`config.mk`:
```
export PLATFORM = sky130hd
export DESIGN_NAME = spi_rx_dma_wait_bidir_pins
export DESIGN_NICKNAME = d
export VERILOG_FILES = /design/src/spi_rx_dma_wait_bidir_pins.v
export VERILOG_INCLUDE_DIRS = /design/src
export SDC_FILE = /design/constraint.sdc
export NUM_CORES = 1
export LEC_CHECK = 0
export ABC_AREA = 0
export CORE_MARGIN = 5
export CORE_UTILIZATION = 30
export CTS_CLUSTER_SIZE = 20
export DETAILED_ROUTE_END_ITERATION = 6
export DONT_BUFFER_PORTS = 1
export PLACE_DENSITY_LB_ADDON = 0.05
export SYNTH_ARGS = -nofsm -noshare
export SYNTH_HDL_FRONTEND = slang
export SYNTH_SLANG_ARGS = --single-unit
```
`constraint.sdc`:
```
create_clock -name clk -period 1.6 [get_ports clk]
set_clock_uncertainty 0.05 [all_clocks]
set_input_delay 0.16 -clock clk [delete_from_list [all_inputs] [get_ports clk]]
set_output_delay 0.16 -clock clk [all_outputs]
set_load 0.02 [all_outputs]
```
`src/spi_rx_dma_wait_bidir_pins_consts.vh`:
```
`ifndef SPI_RX_DMA_WAIT_BIDIR_PINS_CONSTS_VH
`define SPI_RX_DMA_WAIT_BIDIR_PINS_CONSTS_VH

// Byte addresses of the word registers
`define ADDR_SERIAL_CONTROL_TWO 4'h0
`define ADDR_UNIT_CONTROL       4'h4
`define ADDR_UNIT_STATUS        4'h8
`define ADDR_RX_DATA            4'hC

// Fields of serial_control_two
`define SCT_BIDIR_OUTPUT_ENABLE 3
`define SCT_RX_DMA_ENABLE       2
`define SCT_WAIT_STOP_BIT       1
`define SCT_PIN_CONTROL_BIT     0
`define SCT_WIDTH               4
`define SCT_RESET               4'h0

// Fields of unit_control
`define UC_SYSTEM_ENABLE        0
`define UC_MASTER_ROLE          1
`define UC_RX_INT_ENABLE        2
`define UC_WIDTH                3
`define UC_RESET                3'h0

// Fields of unit_status
`define US_RX_BUFFER_FULL       0
`define US_RX_DMA_REQUEST       1
`define US_CLOCKS_HALTED        2

// AHB encodings
`define HTRANS_NONSEQ           2'h2
`define HTRANS_SEQ              2'h3
`define HRESP_OKAY              1'h0

// Receive word length
`define RX_WORD_BITS            8
`define RX_COUNT_WIDTH          3

`endif

```
`src/spi_rx_dma_wait_bidir_pins.v`:
```
`timescale 1ns/1ns
`default_nettype none
`include "spi_rx_dma_wait_bidir_pins_consts.vh"

// Notes on behaviour
// - DMA request when enabled, full, system on
// - DMA enable suppresses receive-full interrupt
// - DMA disabled: no request, interrupt normal
// - Wait stop bit halts clocks in Wait
// - Normal master: in on MISO, out MOSI
// - Normal slave: out on MISO, in MOSI
// - Bidir master: MISO unused, MOSI shared
// - Bidir slave: MOSI unused, MISO shared
// - Bidir output enable drives shared pin
// - Output enable low: shared pin input only
// - Pin control low ignores output enable
// - System disable idles unit, clears flags
module spi_rx_dma_wait_bidir_pins
(
	input  wire        clk,
	input  wire        reset_n,
	input  wire        hsel,
	input  wire [31:0] haddr,
	input  wire [1:0]  htrans,
	input  wire        hwrite,
	input  wire [2:0]  hsize,
	input  wire [31:0] hwdata,
	input  wire        hready,
	output reg         hreadyout,
	output reg         hresp,
	output reg  [31:0] hrdata,
	input  wire        wait_mode,
	input  wire        tx_bit,
	input  wire        sck_in,
	input  wire        mosi_in,
	output reg         mosi_out,
	output reg         mosi_oe_n,
	input  wire        miso_in,
	output reg         miso_out,
	output reg         miso_oe_n,
	output reg         rx_dma_request,
	output reg         rx_interrupt,
	output reg         unit_clock_run
);

	reg  [`SCT_WIDTH-1:0]     serial_control_two;
	reg  [`UC_WIDTH-1:0]      unit_control;
	reg                       rx_buffer_full_flag;
	reg  [`RX_WORD_BITS-1:0]  rx_data;
	reg  [`RX_WORD_BITS-1:0]  rx_shift;
	reg  [`RX_COUNT_WIDTH-1:0] rx_count;
	reg                       wr_pending;
	reg  [3:0]                wr_addr;
	reg                       sck_s1;
	reg                       sck_s2;
	reg                       sck_s3;
	reg                       mosi_s1;
	reg                       mosi_s2;
	reg                       miso_s1;
	reg                       miso_s2;
	reg  [31:0]               next_hrdata;

	wire bidir_output_enable = serial_control_two[`SCT_BIDIR_OUTPUT_ENABLE];
	wire rx_dma_enable       = serial_control_two[`SCT_RX_DMA_ENABLE];
	wire wait_stop_bit       = serial_control_two[`SCT_WAIT_STOP_BIT];
	wire pin_control_bit     = serial_control_two[`SCT_PIN_CONTROL_BIT];
	wire system_enable       = unit_control[`UC_SYSTEM_ENABLE];
	wire master_role         = unit_control[`UC_MASTER_ROLE];
	wire rx_int_enable       = unit_control[`UC_RX_INT_ENABLE];

	wire addr_phase = hsel && hready && (htrans == `HTRANS_NONSEQ || htrans == `HTRANS_SEQ);
	wire rd_take    = addr_phase && !hwrite;
	wire rd_data    = rd_take && (haddr[3:0] == `ADDR_RX_DATA);

	// Halted clocks freeze the receive path, not the bus slave
	wire clocks_halted = wait_stop_bit && wait_mode;
	wire shift_run     = system_enable && !clocks_halted;
	wire sck_rise      = sck_s2 && !sck_s3;

	// Shared pin follows the role in bidirectional mode
	wire serial_in = pin_control_bit ? (master_role ? mosi_s2 : miso_s2)
		: (master_role ? miso_s2 : mosi_s2);
	wire word_done = shift_run && sck_rise && (rx_count == `RX_WORD_BITS - 1);

	// Bus slave, zero wait states
	always @*
	begin
		next_hrdata = 32'h0000_0000;
		case (haddr[3:0])
			`ADDR_SERIAL_CONTROL_TWO:
				next_hrdata[`SCT_WIDTH-1:0] = serial_control_two;
			`ADDR_UNIT_CONTROL:
				next_hrdata[`UC_WIDTH-1:0] = unit_control;
			`ADDR_UNIT_STATUS:
			begin
				next_hrdata[`US_RX_BUFFER_FULL] = rx_buffer_full_flag;
				next_hrdata[`US_RX_DMA_REQUEST] = rx_dma_request;
				next_hrdata[`US_CLOCKS_HALTED]  = clocks_halted;
			end
			`ADDR_RX_DATA:
				next_hrdata[`RX_WORD_BITS-1:0] = rx_data;
			default:
				next_hrdata = 32'h0000_0000;
		endcase
	end

	always @(posedge clk or negedge reset_n)
	begin
		if (!reset_n)
		begin
			hreadyout  <= 1'b0;
			hresp      <= `HRESP_OKAY;
			hrdata     <= 32'h0000_0000;
			wr_pending <= 1'b0;
			wr_addr    <= 4'h0;
		end
		else
		begin
			hreadyout  <= 1'b1;
			hresp      <= `HRESP_OKAY;
			wr_pending <= addr_phase && hwrite;
			if (addr_phase)
				wr_addr <= haddr[3:0];
			if (rd_take)
				hrdata <= next_hrdata;
		end
	end

	// Register writes land in the data phase
	always @(posedge clk or negedge reset_n)
	begin
		if (!reset_n)
		begin
			serial_control_two <= `SCT_RESET;
			unit_control       <= `UC_RESET;
		end
		else if (wr_pending)
		begin
			if (wr_addr == `ADDR_SERIAL_CONTROL_TWO)
				serial_control_two <= hwdata[`SCT_WIDTH-1:0];
			if (wr_addr == `ADDR_UNIT_CONTROL)
				unit_control <= hwdata[`UC_WIDTH-1:0];
		end
	end

	// Pins and link clock come from outside the clock domain
	always @(posedge clk or negedge reset_n)
	begin
		if (!reset_n)
		begin
			sck_s1  <= 1'b0;
			sck_s2  <= 1'b0;
			sck_s3  <= 1'b0;
			mosi_s1 <= 1'b0;
			mosi_s2 <= 1'b0;
			miso_s1 <= 1'b0;
			miso_s2 <= 1'b0;
		end
		else
		begin
			sck_s1  <= sck_in;
			sck_s2  <= sck_s1;
			sck_s3  <= sck_s2;
			mosi_s1 <= mosi_in;
			mosi_s2 <= mosi_s1;
			miso_s1 <= miso_in;
			miso_s2 <= miso_s1;
		end
	end

	// Receive shifter, sampled on link clock rising edges
	always @(posedge clk or negedge reset_n)
	begin
		if (!reset_n)
		begin
			rx_shift <= {`RX_WORD_BITS{1'b0}};
			rx_count <= {`RX_COUNT_WIDTH{1'b0}};
			rx_data  <= {`RX_WORD_BITS{1'b0}};
		end
		else if (!system_enable)
		begin
			rx_shift <= {`RX_WORD_BITS{1'b0}};
			rx_count <= {`RX_COUNT_WIDTH{1'b0}};
		end
		else if (shift_run && sck_rise)
		begin
			rx_shift <= {rx_shift[`RX_WORD_BITS-2:0], serial_in};
			rx_count <= rx_count + 1'b1;
			if (word_done)
				rx_data <= {rx_shift[`RX_WORD_BITS-2:0], serial_in};
		end
	end

	// New word beats a read clear in the same cycle
	always @(posedge clk or negedge reset_n)
	begin
		if (!reset_n)
			rx_buffer_full_flag <= 1'b0;
		else if (!system_enable)
			rx_buffer_full_flag <= 1'b0;
		else if (word_done)
			rx_buffer_full_flag <= 1'b1;
		else if (rd_data)
			rx_buffer_full_flag <= 1'b0;
	end

	// Request and interrupt lag the flag by one cycle
	always @(posedge clk or negedge reset_n)
	begin
		if (!reset_n)
		begin
			rx_dma_request <= 1'b0;
			rx_interrupt   <= 1'b0;
			unit_clock_run <= 1'b1;
		end
		else
		begin
			rx_dma_request <= rx_dma_enable && rx_buffer_full_flag && system_enable;
			rx_interrupt   <= !rx_dma_enable && rx_int_enable && rx_buffer_full_flag
				&& system_enable;
			unit_clock_run <= !clocks_halted;
		end
	end

	// Pin drivers; enables are active low
	always @(posedge clk or negedge reset_n)
	begin
		if (!reset_n)
		begin
			mosi_out  <= 1'b0;
			mosi_oe_n <= 1'b1;
			miso_out  <= 1'b0;
			miso_oe_n <= 1'b1;
		end
		else
		begin
			mosi_out <= tx_bit;
			miso_out <= tx_bit;
			if (!system_enable)
			begin
				mosi_oe_n <= 1'b1;
				miso_oe_n <= 1'b1;
			end
			else if (!pin_control_bit)
			begin
				mosi_oe_n <= !master_role;
				miso_oe_n <= master_role;
			end
			else if (master_role)
			begin
				mosi_oe_n <= !bidir_output_enable;
				miso_oe_n <= 1'b1;
			end
			else
			begin
				mosi_oe_n <= 1'b1;
				miso_oe_n <= !bidir_output_enable;
			end
		end
	end

endmodule // spi_rx_dma_wait_bidir_pins

`default_nettype wire

```
# Word-level counts from Yosys, hierarchy flattened
# Index checks and enable logic that the tools add are counted.
[totals]
register_bits = 53
inputBits = 79
output_inout_bits = 41
[op_classes]
n_addsub = 1
eq_ne = 9
n_mux = 19
n_reduce_logical = 27
[ops]
columns = ["cell", "n"]
rows = [
  ["1-bit logical AND", 15],
  ["7-bit two-way mux", 2],
  ["1-bit two-way mux", 12],
  ["3-bit one-hot mux with 4 select lines", 1],
  ["4-bit by 3-bit == test with 1-bit output (second input constant)", 2],
  ["4-bit == test (second input constant)", 2],
  ["4-bit logical NOT", 2],
  ["1-bit logical NOT", 6],
  ["3-bit two-way mux", 2],
  ["2-bit == test (second input constant)", 2],
  ["4-bit two-way mux", 1],
  ["2-bit AND reduction", 2],
  ["3-bit by 1-bit adder with 3-bit output (second input constant)", 1],
  ["3-bit == test (second input constant)", 1],
  ["3-bit by 1-bit inequality test with 1-bit output (second input constant)", 1],
  ["3-bit AND reduction", 1],
  ["2-bit by 1-bit inequality test with 1-bit output (second input constant)", 1],
  ["1-bit one-hot mux with 2 select lines", 1],
  ["1-bit logical OR", 1],
]

# Depth between registers and ports, before layout
[logic_depth]
ltp_word = 8
depth_mapped = 4
depth_no_buf = 4

# Worst setup path before layout
# OpenSTA, ideal clock, no wires.
[synth_path]
kind = "flip-flop to flip-flop"
from = "register wr_addr[1]"
to = "register serial_control_two[0]"
arrival_time_ns = 1.243
required_ns = 1.425
setup_slack_ns = 0.183
stages_incl_launch_ff = 4
path_buffers = 0
synth_period_minus_slack_ns = 1.417
path_cell_list = "dfrtp_1 -> nor4b_1 -> and2b_1 -> mux2_2"
[synth_via]
elab_chain_cells = 2
[synth_lines]
columns = ["item", "line", "source"]
rows = [
  ["start: declaration", "spi_rx_dma_wait_bidir_pins.v:53", "reg [3:0] wr_addr;"],
  ["start signal: assignment", "spi_rx_dma_wait_bidir_pins.v:123", "wr_addr <= haddr[3:0];"],
  ["4-bit logical NOT (no line)", "n/a", ""],
  ["2-bit AND reduction (no line)", "n/a", ""],
  ["end signal: assignment", "spi_rx_dma_wait_bidir_pins.v:134", "serial_control_two <= `SCT_RESET;"],
  ["end signal: assignment", "spi_rx_dma_wait_bidir_pins.v:140", "serial_control_two <= hwdata[`SCT_WIDTH-1:0];"],
  ["end: declaration", "spi_rx_dma_wait_bidir_pins.v:46", "reg [`SCT_WIDTH-1:0] serial_control_two;"],
]
# No other way between the ends.
# A chain may end at the register's enable or synchronous reset.

# Worst setup path after layout
[layout_path]
from = "register wr_addr[3]"
to = "register serial_control_two[0]"
# The elaborated chain is that of the path after synthesis.

==> key figures <==
Power and ir drop
  • P_sw: between 700 and 800 uW
  • Clk pwr share: a little over a quarter
  • Seq pwr share: between 50% and 60%
  • Power Dens Cells: roughly 1000 mW/mm^2
  • Internal: 1960 uW
  • Leakage: 0.00125 uW
  • Switching portion of total power: 27.8%
  • Combinational power share: approximately 14%
  • Max VDD drop: around 430 uV

Routing
  • Met2 wire len: 2.12 mm
  • Max layer used: met4
  • Met1 wire length: 1.93 mm
  • Met3 WL post-DR: 331 um
  • Residual DRC: 0
  • DR iter-0 viols: 51
  • 1st-pass router iterations: 4
  • Avg WL per Cell: 14.2 um
  • DR vias/cell: around 4.2
  • Total number of vias: ~1300
  • WL final: 4.39 mm
  • Final ANT Viol Nets: 0

STA
  • Hold Vio Cnt, Final: 0
  • Final period demand of the worst path: 1.54 ns
  • Fin crit share: 96.1%
  • Setup Viol. Count Final: 0
  • RSZ-0062 raised after global routing: yes
  • Highest clock rate: ~0.65 GHz
  • Final Slew Violations: 0

Final layout
  • Final net count: 288
  • Finished Cell Area: 0.00263 mm^2
  • Layout cells sized above 1: 19.7%
  • Filler instances: 760
  • Non-Filler Instances: a little over 300
  • P&R area growth vs syn: 14.3%
  • ANT cells: 0

Worst setup path
  • CP Class: register to register
  • Worst-path maximum fanout: 4
  • Crit path DAT: 1.68 ns
  • Required time of the critical path: 1.74 ns
  • Crit start category: register
  • Critical path endpoint category: register

Outcome
  • Outcome: finished clean

Yosys
  • Post-synth ARST share: 100%
  • Syn. warnings: 0
  • Post-synthesis sequential area ratio: between 50% and 60%
  • Most common flop cell mapped by yosys: dfrtp_1
  • Mean area per synthesized cell: 12.5 um^2
  • Cell taking the most area after synthesis: dfrtp_1
  • Post-Syn Area: 0.00230 mm^2
  • Cell variety after synth: 33
  • Post-synth EDFFs: 0
  • Synth top cells by count: 50 x dfrtp_1, 27 x buf_4, 23 x nand2_1
  • Most common cell in the synthesized netlist: dfrtp_1
  • Number of synthesized register bits: 53
  • Yosys top cell area share: between 50% and 60%
  • Area contributors post-synth: dfrtp_1 54%, buf_4 8.8%, mux2_2 8.8%
  • Synth Instances: 184

Placed design
  • GPL Wtd Cong: 0.673
  • Dpl cell area: 0.00235 mm^2
  • Dpl hpwl: 3.19 mm
  • PortBufs: 0
  • DP Cell Count: 285

Worst hold path
  • Hold WC Path Type: primary input to register

Die
  • Chip Height: 97.6 um
  • Initial Util: 30.3%
  • Core area: between 0.007 and 0.008 mm^2
  • Die X: 97.6 um
  • Die area: 0.00953 mm^2
  • Site Rows: 32
  • # IOs: 120

Global routing
  • Vias in the first global route: 1384
  • Total gr overflow: 0
  • Pin count of the biggest net entering global routing: 54
  • Initial antenna violation count: 0
  • First-pass GRT wire length: between 7 and 8 mm
  • Total GRT Usage: 9.58%

CTS
  • Clk_lat worst skew: 0.30 ns
  • Clk sinks: 53
  • Num CTS Buffers: 5
  • Worst-path clk slew: 0.09 ns
  • CTS tree: built
  • Root buffer cell: clkbuf_8
  • H-Tree Depth: 2
  • CTS Buffer Depth: 2

Run
  • Max-cap violations: 0
## timing repair
item,CTS,global route
pin swaps,0,1
hold buffers,16,0
endpoints found under the hold margin,71,0
resized for setup,2,1
setup buffers,0,1
endpoints found under the setup margin,4,4
## state kept, by name, indices dropped and copies added, names as in the netlist, 3 cells and up
signal / cells
wr_addr: 4
serial_control_two: 4
hrdata: 8
rx_data: 8
unit_control: 3
rx_count: 3
rx_shift: 7
## per-stage QoR
step | hold WS [ns] | TNS [ns] | power, uW | setup WS [ns] | utilization [%]
floorplan | -0.186 | 0 | 1900 | 0.183 | -
global placement | -0.183 | -0.135 | 1930 | -0.0343 | 30.9
detailed placement | -0.183 | -0.241 | 1940 | -0.0643 | 30.9
CTS | 0.0614 | 0 | 2750 | 0.0216 | 34.4
global route | 0.0638 | -0.0340 | 2890 | -0.0146 | 34.6
finish | 0.0705 | 0 | 2720 | 0.0625 | 34.6
## cell type report
class	count	area, um^2	area share [%]
clock inverter	1	7.51	0.285
timing repair buffer	23	230	8.75
clock buffer	7	76.3	2.90
tap	102	128	4.85
inverter	10	37.5	1.43
sequential	53	1330	50.5
multi-input combinational	114	823	31.3
## per-layer routing
layer / track usage [%] / vias up
li1: - / 606
met1: 12.1 / 661
met2: 15.4 / 47
met3: 3.45 / 2
met4: 2.88 / 0
met5: 0 / -
## layout by cell type (no fill, tap or decap), types with 2 or more instances in the layout
cell	instances
nand2_1	23
mux4_2	2
o21ai_0	5
dlygate4sd3_1	15
nand3_1	3
clkbuf_1	2
dfstp_2	3
a22o_1	2
conb_1	26
ha_1	2
nor2b_1	2
dfrtp_1	50
inv_1	10
nor3b_1	2
clkbuf_8	5
mux2i_1	12
mux2_2	18
buf_4	7
## power groups by stage
stage / combinational [uW] / clock, uW / sequential (uW)
final: 382 / 730 / 1610
after global routing: 421 / 844 / 1620
after CTS: 379 / 765 / 1610
after detailed placement: 309 / 0 / 1630
after global placement: 301 / 0 / 1630
after floorplan: 311 / 0 / 1590
## critical path, cell delays in order, from the launching register on
cell and delay [ns]:
dfrtp_1 0.42, nor4b_4 0.28, buf_4 0.15, and2b_2 0.20
mux2_2 0.34
## worst paths after layout
path                                         from                                end  slack (ns)  depth (start not counted)
max reg2reg                wr_addr[3]$_DFFE_PN0P_  serial_control_two[0]$_DFFE_PN0P_        0.06                          4
min in group asynchronous                 reset_n                   sck_s1$_DFF_PN0_        0.33                          2
max                        wr_addr[3]$_DFFE_PN0P_  serial_control_two[0]$_DFFE_PN0P_        0.06                          4
min                                      haddr[0]              hrdata[0]$_DFFE_PN0P_        0.07                          2
max in group asynchronous                 reset_n                miso_oe_n$_DFF_PN1_        0.89                          2
min reg2reg                      sck_s1$_DFF_PN0_                   sck_s2$_DFF_PN0_        0.30                          0
## cells by family (layout without fill, tap and decap cells)
family | after synthesis | count (layout) | synth area share, %
AOI/OAI and AO/OA | 12 | 12 | 3.64
buffers and inverters | 41 | 41 | 11.1
DFF | 53 | 53 | 57.7
xor gates and xnor gates | 1 | 1 | 0.380
other | 2 | 26 | 0.326
adders and majority gates | 2 | 2 | 1.09
muxes | 32 | 32 | 16.0
and+or+nand+nor | 41 | 41 | 9.72
Power figures use the tool's default switching activity.
